===== src/rtl/dic_pkg.sv =====
package dic_pkg;

    // ------------------------------------------------------------
    // Sizes and timing
    // ------------------------------------------------------------
    localparam int CHANNELS = 8;
    localparam int VOLT_W = 12;
    localparam int DLY_W = 21;
    localparam int TMR_W = 22;
    localparam int CNT_W = 32;
    localparam int CLK_HZ = 100_000_000;
    localparam int SCAN_MS = 5;
    localparam int SCAN_CYCLES = SCAN_MS * (CLK_HZ / 1000);
    localparam int AC_EXTRA_MS = 30;
    localparam logic [VOLT_W-1:0] AC_DIVISOR = 12'h00a;
    localparam logic [DLY_W-1:0] DLY_MAX_MS = 21'h1b7740;

    // ------------------------------------------------------------
    // Reset values and release level limits
    // ------------------------------------------------------------
    localparam logic [VOLT_W-1:0] ON_LEVEL_RST = 12'h370;
    localparam logic [VOLT_W-1:0] OFF_LEVEL_RST = 12'h258;
    localparam logic [VOLT_W-1:0] OFF_LEVEL_MIN = 12'h064;
    localparam logic [VOLT_W-1:0] OFF_LEVEL_MAX = 12'h7d0;
    localparam logic [DLY_W-1:0] DLY_RST = 21'h000000;

    // ------------------------------------------------------------
    // Register map
    // ------------------------------------------------------------
    localparam int ADDR_W = 9;
    localparam logic [ADDR_W-1:0] STATE_OFS = 9'h000;
    localparam logic [ADDR_W-1:0] IRQ_STAT_OFS = 9'h004;
    localparam logic [ADDR_W-1:0] IRQ_MASK_OFS = 9'h008;
    localparam logic [ADDR_W-1:0] CNT_CLR_OFS = 9'h00c;
    localparam logic [ADDR_W-1:0] BASE_OFS = 9'h010;
    localparam logic [ADDR_W-1:0] FIRST_NUM_OFS = 9'h014;
    localparam int CH_SHIFT = 5;
    localparam logic [4:0] CFG_OFS = 5'h00;
    localparam logic [4:0] ON_OFS = 5'h04;
    localparam logic [4:0] OFF_OFS = 5'h08;
    localparam logic [4:0] RISE_OFS = 5'h0c;
    localparam logic [4:0] FALL_OFS = 5'h10;
    localparam logic [4:0] COUNT_OFS = 5'h14;
    localparam logic [4:0] VOLT_OFS = 5'h18;
    localparam int CFG_POL_BIT = 0;
    localparam int CFG_AC_BIT = 1;

endpackage : dic_pkg


===== src/rtl/dic_top.sv =====
// Strobed register access and the placing of the registers are this design's own decisions.
`timescale 1ns/10ps
module dic_top import dic_pkg::*; #(
    parameter int SCAN_PERIOD = SCAN_CYCLES
) (
    // Clock and reset
    input wire logic mclk,
    input wire logic rst_n,

    // Register port
    input wire logic [ADDR_W-1:0] reg_addr,
    input wire logic [31:0] reg_wdata,
    input wire logic reg_wr,
    input wire logic reg_rd,
    output logic [31:0] reg_rdata,

    // Measured field voltages, one word per channel, 0.1 V units
    input wire logic [CHANNELS*VOLT_W-1:0] chan_volt_in,

    // Conditioned states and interrupt
    output logic [CHANNELS-1:0] chan_state,
    output logic irq
);

    // ------------------------------------------------------------
    // Field voltage synchroniser
    // ------------------------------------------------------------
    // The words come from another domain; a value torn across a
    // change settles by the next scan, which is 5 ms away.
    logic [CHANNELS*VOLT_W-1:0] volt_s1_r;
    logic [CHANNELS*VOLT_W-1:0] volt_s2_r;

    always_ff @(posedge mclk) begin
        if (!rst_n) begin
            volt_s1_r <= '0;
            volt_s2_r <= '0;
        end else begin
            volt_s1_r <= chan_volt_in;
            volt_s2_r <= volt_s1_r;
        end
    end

    // ------------------------------------------------------------
    // Scan timebase
    // ------------------------------------------------------------
    logic tick;

    dic_scan_tick #(
        .PERIOD(SCAN_PERIOD)
    ) u_tick (
        .mclk(mclk),
        .rst_n(rst_n),
        .tick(tick)
    );

    // ------------------------------------------------------------
    // Address decode
    // ------------------------------------------------------------
    logic [3:0] ch_sel;
    logic [4:0] ch_ofs;
    logic ch_hit;
    logic [2:0] ch_idx;

    assign ch_sel = reg_addr[ADDR_W-1:CH_SHIFT];
    assign ch_ofs = reg_addr[CH_SHIFT-1:0];
    assign ch_hit = (ch_sel != 4'h0) && (ch_sel <= 4'(CHANNELS));
    assign ch_idx = 3'(ch_sel - 4'h1);

    // ------------------------------------------------------------
    // Settings held per channel, plus the counter clear strobes and the numbering base
    // ------------------------------------------------------------
    logic [CHANNELS-1:0] pol_r, pol_nxt;
    logic [CHANNELS-1:0] alt_r, alt_nxt;
    logic [VOLT_W-1:0] on_r [CHANNELS];
    logic [VOLT_W-1:0] on_nxt [CHANNELS];
    logic [VOLT_W-1:0] off_r [CHANNELS];
    logic [VOLT_W-1:0] off_nxt [CHANNELS];
    logic [DLY_W-1:0] rise_r [CHANNELS];
    logic [DLY_W-1:0] rise_nxt [CHANNELS];
    logic [DLY_W-1:0] fall_r [CHANNELS];
    logic [DLY_W-1:0] fall_nxt [CHANNELS];
    logic [CHANNELS-1:0] clr_r, clr_nxt;
    logic [15:0] base_r, base_nxt;
    logic [VOLT_W-1:0] wr_volt;
    logic [DLY_W-1:0] wr_dly;

    // Out-of-range writes are clamped so the block never runs on a
    // setting that the product cannot represent.
    always_comb begin
        wr_volt = reg_wdata[VOLT_W-1:0];
        if (reg_wdata[31:VOLT_W] != '0) begin
            wr_volt = '1;
        end
        wr_dly = reg_wdata[DLY_W-1:0];
        if (reg_wdata > 32'(DLY_MAX_MS)) begin
            wr_dly = DLY_MAX_MS;
        end
    end

    always_comb begin
        pol_nxt = pol_r;
        alt_nxt = alt_r;
        on_nxt = on_r;
        off_nxt = off_r;
        rise_nxt = rise_r;
        fall_nxt = fall_r;
        clr_nxt = '0;
        base_nxt = base_r;
        if (reg_wr && ch_hit) begin
            unique case (ch_ofs)
                CFG_OFS: begin
                    pol_nxt[ch_idx] = reg_wdata[CFG_POL_BIT];
                    alt_nxt[ch_idx] = reg_wdata[CFG_AC_BIT];
                end
                ON_OFS: begin
                    on_nxt[ch_idx] = wr_volt;
                end
                OFF_OFS: begin
                    off_nxt[ch_idx] = wr_volt;
                    if (wr_volt < OFF_LEVEL_MIN) begin
                        off_nxt[ch_idx] = OFF_LEVEL_MIN;
                    end else if (wr_volt > OFF_LEVEL_MAX) begin
                        off_nxt[ch_idx] = OFF_LEVEL_MAX;
                    end
                end
                RISE_OFS: begin
                    rise_nxt[ch_idx] = wr_dly;
                end
                FALL_OFS: begin
                    fall_nxt[ch_idx] = wr_dly;
                end
                default: begin
                end
            endcase
        end
        if (reg_wr && reg_addr == CNT_CLR_OFS) begin
            clr_nxt = reg_wdata[CHANNELS-1:0];
        end
        if (reg_wr && reg_addr == BASE_OFS) begin
            base_nxt = reg_wdata[15:0];
        end
    end

    always_ff @(posedge mclk) begin
        if (!rst_n) begin
            pol_r <= '0;
            alt_r <= '0;
            clr_r <= '0;
            base_r <= '0;
            for (int i = 0; i < CHANNELS; i++) begin
                on_r[i] <= ON_LEVEL_RST;
                off_r[i] <= OFF_LEVEL_RST;
                rise_r[i] <= DLY_RST;
                fall_r[i] <= DLY_RST;
            end
        end else begin
            pol_r <= pol_nxt;
            alt_r <= alt_nxt;
            clr_r <= clr_nxt;
            base_r <= base_nxt;
            on_r <= on_nxt;
            off_r <= off_nxt;
            rise_r <= rise_nxt;
            fall_r <= fall_nxt;
        end
    end

    // ------------------------------------------------------------
    // Channel instances
    // ------------------------------------------------------------
    logic [CHANNELS-1:0] st;
    logic [CNT_W-1:0] cnt [CHANNELS];
    logic [VOLT_W-1:0] vnow [CHANNELS];

    for (genvar g = 0; g < CHANNELS; g++) begin : g_ch
        dic_channel u_ch (
            .mclk(mclk),
            .rst_n(rst_n),
            .tick(tick),
            .volt_in(volt_s2_r[g*VOLT_W +: VOLT_W]),
            .polarity_nc(pol_r[g]),
            .alt_mode(alt_r[g]),
            .on_level(on_r[g]),
            .off_level(off_r[g]),
            .rise_dly(rise_r[g]),
            .fall_dly(fall_r[g]),
            .cnt_clr(clr_r[g]),
            .state(st[g]),
            .count(cnt[g]),
            .volt_now(vnow[g])
        );
    end

    // ------------------------------------------------------------
    // Interrupt status and mask
    // ------------------------------------------------------------
    // Low byte flags a rise of each channel, high byte a fall.
    logic [CHANNELS-1:0] st_d_r;
    logic [2*CHANNELS-1:0] ist_r, ist_nxt, imask_r, imask_nxt;
    logic [2*CHANNELS-1:0] ev;
    logic irq_r, irq_nxt;

    assign ev = {st_d_r & ~st, st & ~st_d_r};

    always_comb begin
        ist_nxt = ist_r;
        imask_nxt = imask_r;
        if (reg_rd && reg_addr == IRQ_STAT_OFS) begin
            ist_nxt = '0;
        end
        // An event in the clearing cycle survives the clear.
        ist_nxt = ist_nxt | ev;
        if (reg_wr && reg_addr == IRQ_MASK_OFS) begin
            imask_nxt = reg_wdata[2*CHANNELS-1:0];
        end
        irq_nxt = |(ist_nxt & imask_nxt);
    end

    always_ff @(posedge mclk) begin
        if (!rst_n) begin
            st_d_r <= '0;
            ist_r <= '0;
            imask_r <= '0;
            irq_r <= 1'b0;
        end else begin
            st_d_r <= st;
            ist_r <= ist_nxt;
            imask_r <= imask_nxt;
            irq_r <= irq_nxt;
        end
    end

    // ------------------------------------------------------------
    // Read data
    // ------------------------------------------------------------
    logic [31:0] rdata_r, rdata_nxt;

    always_comb begin
        rdata_nxt = '0;
        if (reg_rd) begin
            if (ch_hit) begin
                unique case (ch_ofs)
                    CFG_OFS: begin
                        rdata_nxt[CFG_POL_BIT] = pol_r[ch_idx];
                        rdata_nxt[CFG_AC_BIT] = alt_r[ch_idx];
                    end
                    ON_OFS: begin
                        rdata_nxt = 32'(on_r[ch_idx]);
                    end
                    OFF_OFS: begin
                        rdata_nxt = 32'(off_r[ch_idx]);
                    end
                    RISE_OFS: begin
                        rdata_nxt = 32'(rise_r[ch_idx]);
                    end
                    FALL_OFS: begin
                        rdata_nxt = 32'(fall_r[ch_idx]);
                    end
                    COUNT_OFS: begin
                        rdata_nxt = cnt[ch_idx];
                    end
                    VOLT_OFS: begin
                        rdata_nxt = 32'(vnow[ch_idx]);
                    end
                    default: begin
                    end
                endcase
            end else begin
                unique case (reg_addr)
                    STATE_OFS: begin
                        rdata_nxt = 32'(st);
                    end
                    IRQ_STAT_OFS: begin
                        rdata_nxt = 32'(ist_r);
                    end
                    IRQ_MASK_OFS: begin
                        rdata_nxt = 32'(imask_r);
                    end
                    BASE_OFS: begin
                        rdata_nxt = 32'(base_r);
                    end
                    FIRST_NUM_OFS: begin
                        rdata_nxt = 32'(base_r) + 32'h00000001;
                    end
                    default: begin
                    end
                endcase
            end
        end
    end

    always_ff @(posedge mclk) begin
        if (!rst_n) begin
            rdata_r <= '0;
        end else begin
            rdata_r <= rdata_nxt;
        end
    end

    // ------------------------------------------------------------
    // Outputs
    // ------------------------------------------------------------
    assign reg_rdata = rdata_r;
    assign chan_state = st;
    assign irq = irq_r;

endmodule : dic_top


===== src/rtl/dic_scan_tick.sv =====
`timescale 1ns/10ps
module dic_scan_tick import dic_pkg::*; #(
    parameter int PERIOD = SCAN_CYCLES
) (
    // Clock and reset
    input wire logic mclk,
    input wire logic rst_n,
    // Scan strobe
    output logic tick
);

    logic [31:0] div_r;
    logic [31:0] div_nxt;
    logic tick_r;
    logic tick_nxt;

    always_comb begin
        tick_nxt = 1'b0;
        div_nxt = div_r + 32'h00000001;
        if (div_r == 32'(PERIOD - 1)) begin
            div_nxt = 32'h00000000;
            tick_nxt = 1'b1;
        end
    end

    always_ff @(posedge mclk) begin
        if (!rst_n) begin
            div_r <= 32'h00000000;
            tick_r <= 1'b0;
        end else begin
            div_r <= div_nxt;
            tick_r <= tick_nxt;
        end
    end

    assign tick = tick_r;

endmodule : dic_scan_tick


===== src/rtl/dic_channel.sv =====
`timescale 1ns/10ps
module dic_channel import dic_pkg::*; (
    // Clock and reset
    input wire logic mclk,
    input wire logic rst_n,
    // Scan strobe and synchronised measurement
    input wire logic tick,
    input wire logic [VOLT_W-1:0] volt_in,
    // Settings
    input wire logic polarity_nc,
    input wire logic alt_mode,
    input wire logic [VOLT_W-1:0] on_level,
    input wire logic [VOLT_W-1:0] off_level,
    input wire logic [DLY_W-1:0] rise_dly,
    input wire logic [DLY_W-1:0] fall_dly,
    input wire logic cnt_clr,
    // Results
    output logic state,
    output logic [CNT_W-1:0] count,
    output logic [VOLT_W-1:0] volt_now
);

    logic raw_r, raw_nxt, state_r, state_nxt, act;
    logic inc;
    logic [VOLT_W-1:0] volt_r, volt_nxt, off_eff;
    logic [TMR_W-1:0] tmr_r, tmr_nxt, target;
    logic [CNT_W-1:0] cnt_r, cnt_nxt;

    always_comb begin
        volt_nxt = volt_r;
        raw_nxt = raw_r;
        state_nxt = state_r;
        tmr_nxt = tmr_r;
        cnt_nxt = cnt_r;
        inc = 1'b0;
        off_eff = alt_mode ? on_level / AC_DIVISOR : off_level;
        target = TMR_W'(rise_dly);
        if (state_r) begin
            target = TMR_W'(fall_dly)
                + (alt_mode ? TMR_W'(AC_EXTRA_MS) : '0);
        end
        if (tick) begin
            volt_nxt = volt_in;
            if (volt_in > on_level) begin
                raw_nxt = 1'b1;
            end else if (volt_in < off_eff) begin
                raw_nxt = 1'b0;
            end
        end
        act = polarity_nc ? ~raw_nxt : raw_nxt;
        if (tick) begin
            if (act == state_r) begin
                tmr_nxt = '0;
            end else if (tmr_r >= target) begin
                state_nxt = act;
                tmr_nxt = '0;
                inc = act;
            end else begin
                tmr_nxt = tmr_r + TMR_W'(SCAN_MS);
            end
        end
        if (inc) begin
            cnt_nxt = cnt_r + 32'h00000001;
        end
        if (cnt_clr) begin
            cnt_nxt = {31'h00000000, inc};
        end
    end

    always_ff @(posedge mclk) begin
        if (!rst_n) begin
            volt_r <= '0;
            raw_r <= 1'b0;
            state_r <= 1'b0;
            tmr_r <= '0;
            cnt_r <= '0;
        end else begin
            volt_r <= volt_nxt;
            raw_r <= raw_nxt;
            state_r <= state_nxt;
            tmr_r <= tmr_nxt;
            cnt_r <= cnt_nxt;
        end
    end

    assign state = state_r;
    assign count = cnt_r;
    assign volt_now = volt_r;

endmodule : dic_channel


===== config.mk =====
export PLATFORM = sky130hd
export DESIGN_NAME = dic_top
export DESIGN_NICKNAME = d
export VERILOG_FILES = /design/src/rtl/dic_pkg.sv /design/src/rtl/dic_top.sv /design/src/rtl/dic_scan_tick.sv /design/src/rtl/dic_channel.sv
export SDC_FILE = /design/constraint.sdc
export NUM_CORES = 2
export LEC_CHECK = 0
export BUFFER_PORTS_ARGS = -buffer_cell sky130_fd_sc_hd__buf_2
export CELL_PAD_IN_SITES_DETAIL_PLACEMENT = 1
export CELL_PAD_IN_SITES_GLOBAL_PLACEMENT = 2
export CORE_ASPECT_RATIO = 0.9
export CORE_MARGIN = 2
export CORE_UTILIZATION = 39
export DETAILED_ROUTE_END_ITERATION = 8
export PLACE_DENSITY_LB_ADDON = 0.1
export SYNTH_ARGS = -nofsm -noshare
export SYNTH_HDL_FRONTEND = slang
export SYNTH_SLANG_ARGS = --single-unit

===== constraint.sdc =====
create_clock -name mclk -period 6.65 [get_ports mclk]
set_input_delay 0.3325 -clock mclk [delete_from_list [all_inputs] [get_ports mclk]]
set_output_delay 0.3325 -clock mclk [all_outputs]
set_load 0.01 [all_outputs]

== Yosys cells after proc, flatten, opt, wreduce, memory -nomap -nowiden ==
Index checks and enable logic that the tools add are counted.

* Bits in registers: 1410
* Input port bits: 141
* Logic and storage cells: 412

* Add/subtract/negate cells: 27
* Divide/modulo/power cells: 8
* Magnitude comparators: 32
* Equal/unequal tests: 20
* Mux-type cells: 157
* Bitwise operators: 30
* Reduce and logical (&&, ||, !) cells: 45

{| class="wikitable"
|+ Operators with widths
! operator !! number
|-
| $mux 22 || 24
|-
| $bwmux 168 || 2
|-
| $add 32x1->32 const B || 9
|-
| $bwmux 96 || 2
|-
| $mux 12 || 16
|-
| $mux 96 || 2
|-
| $pmux 30 s6 || 1
|-
| $add 21x22->22 || 8
|-
| $add 22x3->22 const B || 8
|-
| $ge 22x22->1 || 8
|-
| $bmux 21 s3 || 2
|-
| $mux 21 || 6
|-
| $bmux 12 s3 || 3
|-
| $bmux 32 s3 || 1
|-
| $div 12x4->12 const B || 8
|-
| $gt 12x12->1 || 8
|-
| $lt 12x12->1 || 8
|-
| $mux 32 || 3
|-
| $pmux 17 s5 || 1
|-
| $mux 1 || 76
|-
| $and 72x72->72 || 1
|-
| $not 72->72 || 1
|-
| $demux 21 s3 || 1
|-
| $and 48x48->48 || 1
|-
| 44 further kinds || 119
|}

== Logic depth before layout (Yosys ltp) ==
* Depth in word-level cells: 13
* Mapped depth: 28

== Cells and area by module ==
From an unflattened synthesis, not the netlist that was laid out.

* Cells, all modules: 10792
* Area, all modules: 86594.3 µm²

{| class="wikitable"
|+ By module, submodules not included
! module !! times used !! cells each !! area an instance (µm²) !! seq. area each (µm²)
|-
| dic_top || 1 || 4011 || 35180.0 || 16676.0
|-
| dic_channel at g_ch[1].u_ch ... || 5 || 838 || 6233.5 || 1361.3
|-
| dic_channel at g_ch[3].u_ch || 1 || 862 || 6491.2 || 1361.3
|-
| dic_channel at g_ch[0].u_ch || 1 || 776 || 6100.9 || 1361.3
|-
| dic_channel at g_ch[7].u_ch || 1 || 761 || 6010.8 || 1361.3
|-
| dic_scan_tick || 1 || 192 || 1644.1 || 660.6
|}

== Least setup slack after synthesis ==
No wires, ideal clock.

* Kind: flip-flop to flip-flop
* Start point: reg on_r[57] (netlist name)
* End point: reg g_ch[3].u_ch.cnt_r[2]
* Setup time: 116 ps
* Data arrival time: 5198 ps
* Data required time: 6534 ps
* Slack: 1336 ps
* Stages on the path, launching flop included: 26
* Buffers on the path: 5
* Clock period less this slack: 5314 ps
* Cell sequence: dfxtp_1 buf_4 buf_4 nor3b_2 o32ai_1 nand2_1 o211ai_1 or4_1 and4_1 buf_2 o21ai_0 o21ai_0 a2111oi_0 a21oi_1 o22ai_1 ha_1 o2111ai_1 o21ai_0 or4_1 and3_1 a211o_1 clkbuf_1 nor3_2 clkbuf_1 a21oi_1 a31o_2

* Longest elaborated chain between the ends: 11
* Elaborated cells on any way between the ends: 13
* Those cells by class: div (1); order compare (2); eq/ne (1); mux (8); bitwise (1)

{| class="wikitable"
|+ RTL lines
! element !! line !! source
|-
| start: declaration || dic_top.sv:74 || <nowiki>logic [VOLT_W-1:0] on_r [CHANNELS];</nowiki>
|-
| start signal: assignment || dic_top.sv:161 || <nowiki>on_r <= on_nxt;</nowiki>
|-
| $div 12x4->12 || dic_channel.sv:36 || <nowiki>off_eff = alt_mode ? on_level / AC_DIVISOR : off_level;</nowiki>
|-
| $mux 12 || dic_channel.sv:36 ||
|-
| $lt 12x12->1 || dic_channel.sv:46 || <nowiki>end else if (volt_in < off_eff) begin</nowiki>
|-
| $mux 1 || dic_channel.sv:46 ||
|-
| $mux 1 (*) || dic_channel.sv:44 || <nowiki>if (volt_in > on_level) begin</nowiki>
|-
| $mux 1 (*) || dic_channel.sv:42 || <nowiki>if (tick) begin</nowiki>
|-
| $not 1->1 || dic_channel.sv:50 || <nowiki>act = polarity_nc ? ~raw_nxt : raw_nxt;</nowiki>
|-
| $mux 1 (*) || dic_channel.sv:50 ||
|-
| $mux 1 or $eq 1x1->1 (tied branches) || dic_channel.sv:54, dic_channel.sv:52 ||
|-
| $mux 1 (*) || dic_channel.sv:52 || <nowiki>if (act == state_r) begin</nowiki>
|-
| $mux 1 (*) || dic_channel.sv:51 || <nowiki>if (tick) begin</nowiki>
|-
| end signal: assignment || dic_channel.sv:82 || <nowiki>cnt_r <= cnt_nxt;</nowiki>
|-
| end: declaration || dic_channel.sv:27 || <nowiki>logic [CNT_W-1:0] cnt_r, cnt_nxt;</nowiki>
|}

Every way passes the cells marked *; elsewhere a longest branch is shown, timed or not.
A chain may end at the register's enable or synchronous reset.

== Worst setup path in the final report ==
* Start point: reg on_r[43] (netlist name)
* End point: reg g_ch[4].u_ch.cnt_r[4]

* Longest elaborated chain between the ends: 11
* Elaborated cells on any way between the ends: 13
* Those cells by class: div (1); order compare (2); eq/ne (1); mux (8); bitwise (1)

{| class="wikitable"
|+ RTL lines
! element !! line
|-
| $div 12x4->12 || dic_channel.sv:36
|-
| $mux 12 || dic_channel.sv:36
|-
| $lt 12x12->1 || dic_channel.sv:46
|-
| $mux 1 || dic_channel.sv:46
|-
| $mux 1 (*) || dic_channel.sv:44
|-
| $mux 1 (*) || dic_channel.sv:42
|-
| $not 1->1 || dic_channel.sv:50
|-
| $mux 1 (*) || dic_channel.sv:50
|-
| $mux 1 or $eq 1x1->1 (tied branches) || dic_channel.sv:54, dic_channel.sv:52
|-
| $mux 1 (*) || dic_channel.sv:52
|-
| $mux 1 (*) || dic_channel.sv:51
|-
| end signal: assignment || dic_channel.sv:82
|-
| end: declaration || dic_channel.sv:27
|}

Marks and branches as above.

==> impl_metrics.ini <==
[run_status]
result_of_the_run = finished with violations
failed_checks = capacitance limit, slew limit

[logic_synthesis]
synth_top_area_cell = dfxtp_1
synthSimpleGateAreaFrac_pct = 23.4
synth_compound_area_share_pct = 23.4
synth_cell_type_count = 121
yosys-mux-area-fraction_pct = 3.56
synthXorXnorAreaFrac_pct = 4.37
synthAdderAreaFrac_pct = 6.54
synth_area_mm2 = 0.0825
ys_async_sr_fraction_pct = 0
synth-seq-area-share_pct = 34.2
yosysTopAreaCellShare_pct = 34.2
yosys-top-cells-area = dfxtp_1, ha_1, nand2_1
ys_dominant_reg_cell = dfxtp_1
syn-mean-instance-area_um2 = 8.06
synthesized_nets = 10791
synth_enable_flop_cells = 0
flops_latches_synth = 1410
dominant_combinational_cell_family_by_area_after_synthesis = compound AO/OA/AOI/OAI gates
yosys_warnings = 0
synthesis.instances = 10231

[pwr]
switching_part_of_the_total_power_pct = 25.1
power_frac_seq_pct = 44.9
power_report.internal_total_mw = 14.3
leakagePower_nw = 34.3
pwr_dens_mw_per_mm2 = 205
clkPwrFrac_pct = 50.4
p_comb_share_pct = 4.7
peak_supply_drop_mv = 0.189
power_switching_mw = 4.79

[cts]
insertion_delay_ns = 0.85
clock_tree.root_cell = clkbuf_16
cts-htree-levels = 4
tritoncts_num_sinks = 1410
cts_tree = done
clockBufferDepth = 3
cts_setup_buffers = 0
clk_pin_slew_ns = 0.06
cts-buffers-inserted = 166

[detailed_routing]
antenna_viol_nets_final = 0
routed_wire_length_per_instance_um = 30.5
initial_drt_pass_iterations = 8
vias = 83499
drtIter0Drc = 9353
vias_per_cell = 6.32
wirelength_um = 403000
route.detailed.drc = 0

[floorplan]
die_w_um = 489
io_pins = 182
core_mm2 = 0.211
rows = 160
die-height_um = 440
design.die.area_mm2 = 0.215
floorplan.initialDensity_pct = 39.1

[worst_setup_path]
critPathKind = flop to flop
worst-endpoint-arrival_ns = 7.11
worst-endpoint-required_ns = 7.40
crit_path_max_fanout = 44
timing.critical_path.to_type = flop
crit_path_start_kind = flop

[finish]
regArea_mm2 = 0.0282
nNetsFinal = 10790
multi_input_area_mm2 = 0.0508
layoutNonFillerInstCount = 13213
layout-area-overhead-vs-synth_pct = 13.0
post-route-util_pct = 44.2
drive_gt1_share_pct = 9.34
nFillCells = 25001

[sta]
setup_viol_count_final = 0
final_cycle_utilization_of_the_critical_path_pct = 95.6
fin_hold_ws_ns = 0.0812
timing_worst_slew_pin_value_ns = 1.49
finalCriticalPeriod_ns = 6.36
clock.fmax_ghz = 0.157
final-hold-violation-count = 0
fin_tns_setup_ns = 0
post-route-worst-setup-slack_ns = 0.290
timing.slew.headroom_pct = -0.250
drv_slew = 1
rsz0062_at_grt = false
clock-skew-final_ns = 0.0340

[place]
post-place-cells = 12784
portBuffers = 181
place_congestion = 1.03
hpwlAfterDp_um = 306000
place_ws_ns = 0.229

[grt]
antenna_found_initial = 37
global_route.usage.met2_pct = 53.4
overflow = 0
grt_pass1_vias = 80495
grt_max_degree = 181
grt_pass1_wl_um = 576000
gr-max-usage-layer = met2
groute.usage.overall_pct = 36.3
globalRouteMet1Util_pct = 50.6
use_met3_pct = 7.91

[min_path]
hold_path.class = input pin to flop

[flow_run]
max_cap_violations = 1
-- power by group through the flow --
stage               clock (mW)  sequential, mW  combinational (mW)
floorplan                    0            8.71               0.436
global route              10.1            8.57               0.938
global placement             0            8.76               0.802
CTS                       9.74            8.57               0.872
detailed placement           0            8.76               0.815
finish                    9.63            8.57               0.905
-- state kept, by name, summed over array words and instances (netlist names), 8 cells and up, named ones only --
register / flops
st_d_r: 8
g_ch.u_ch.volt_now: 96
volt_s2_r: 96
volt_s1_r: 96
g_ch.u_ch.count: 256
base_r: 16
u_tick.div_r: 32
on_r: 96
rise_r: 168
pol_r: 8
ist_r: 16
alt_r: 8
g_ch.u_ch.tmr_r: 176
g_ch.u_ch.raw_r: 8
clr_r: 8
fall_r: 168
reg_rdata: 32
g_ch.u_ch.state: 8
imask_r: 16
-- path summary, 6_finish.rpt --
kind / startpoint / to / slack [ns] / depth (start not counted)
worst min register to register: volt_s1_r[34] / volt_s2_r[34] / 0.43 / 1
worst max register to register: on_r[43] / g_ch[4].u_ch.count[4] / 0.29 / 24
worst max-delay path: on_r[43] / g_ch[4].u_ch.count[4] / 0.29 / 24
worst min-delay path: reg_addr[3] / reg_rdata[4] / 0.08 / 4
-- Yosys cell counts (45+ instances only) --
library cell  number
nand3_1          305
nor3_1           140
a31oi_1          127
buf_1             74
or3_1             82
and2_1           291
a211oi_1         322
inv_1            192
nor2b_1           98
and3_1           204
nand4_1          234
or2_2             75
and4_1            45
or4_1             67
ha_1             411
mux2i_1          274
clkbuf_1         539
nor4_1            75
nor2_1          1029
a21oi_1          670
o211ai_1         122
a22o_1            76
dfxtp_1         1410
o21a_1            63
o21ai_0          351
o22ai_1           83
buf_2             82
a22oi_1          293
a21o_1           190
xor2_1           190
nand2_1         1075
a221oi_1         112
nand2b_1          78
xnor2_1          209
o31ai_1           79
-- final cells by class --
class | count | area share (%)
clock buffers | 237 | 5.24
repair buffers | 553 | 4.50
multi-input cells | 7887 | 54.5
well taps | 2835 | 3.81
flip-flops and latches | 1410 | 30.3
diodes | 18 | 0.0483
inverters | 212 | 0.862
clock inverters | 61 | 0.738
-- cell usage in the layout, fill, tap and decap left out, types with 203 or more instances in the layout --
| cell type | Yosys | final |
|---|---|---|
| a211oi_1 | 322 | 321 |
| nor2_1 | 1029 | 994 |
| buf_4 | 23 | 243 |
| o21ai_0 | 351 | 350 |
| nand3_1 | 305 | 304 |
| nand2_1 | 1075 | 1075 |
| a22oi_1 | 293 | 293 |
| and2_1 | 291 | 291 |
| a21oi_1 | 670 | 666 |
| mux2i_1 | 274 | 274 |
| dfxtp_1 | 1410 | 1397 |
| nand4_1 | 234 | 234 |
| and3_1 | 204 | 203 |
| ha_1 | 411 | 411 |
| xnor2_1 | 209 | 209 |
-- cell families after synthesis --
kind of cell,after synthesis
simple gates,3925
compound gates,2839
flops,1410
buf+inv,934
fa+ha+maj,428
xor+xnor,404
mux,291
-- stage by stage --
stage,instance area [um^2],power [mW]
after floorplan,82500,9.15
after global placement,86400,9.56
after detailed placement,86400,9.57
after CTS,93100,19.2
after global routing,93200,19.6
final,93200,19.1
-- worst max-delay path, stage by stage, from the launching register on --
cell and delay, ns:
dfxtp_1 0.45, buf_4 0.27, nor2b_1 0.48, a31oi_1 0.15, nand3_1 0.16, o211ai_1 0.28
a211oi_2 0.42, mux2i_1 0.17, nor3_1 0.37, nor2_1 0.08, nor2_1 0.09, o22ai_1 0.08
nand3_1 0.09, o21ai_0 0.09, ha_1 0.29, and4_1 0.23, nand2_1 0.07, a311o_1 0.32
nor4_1 0.37, or3_1 0.20, o311ai_2 0.31, nor4_4 0.33, buf_4 0.45, and4_1 0.28
mux2i_1 0.21
-- routing by layer --
metal | part of all wire, % | wire (um)
met4 | 4.8 | 19200
met3 | 9.0 | 36100
met1 | 44 | 178000
met5 | 0.017 | 68
met2 | 42 | 169000
-- what timing repair did --
action / CTS / global route
gates resized for setup: 0 / 23
endpoints found under the hold margin: 133 / 0
endpoints found under the setup margin: 0 / 197
hold buffers: 113 / 0
Note: power is estimated with default switching activity, not from simulation.
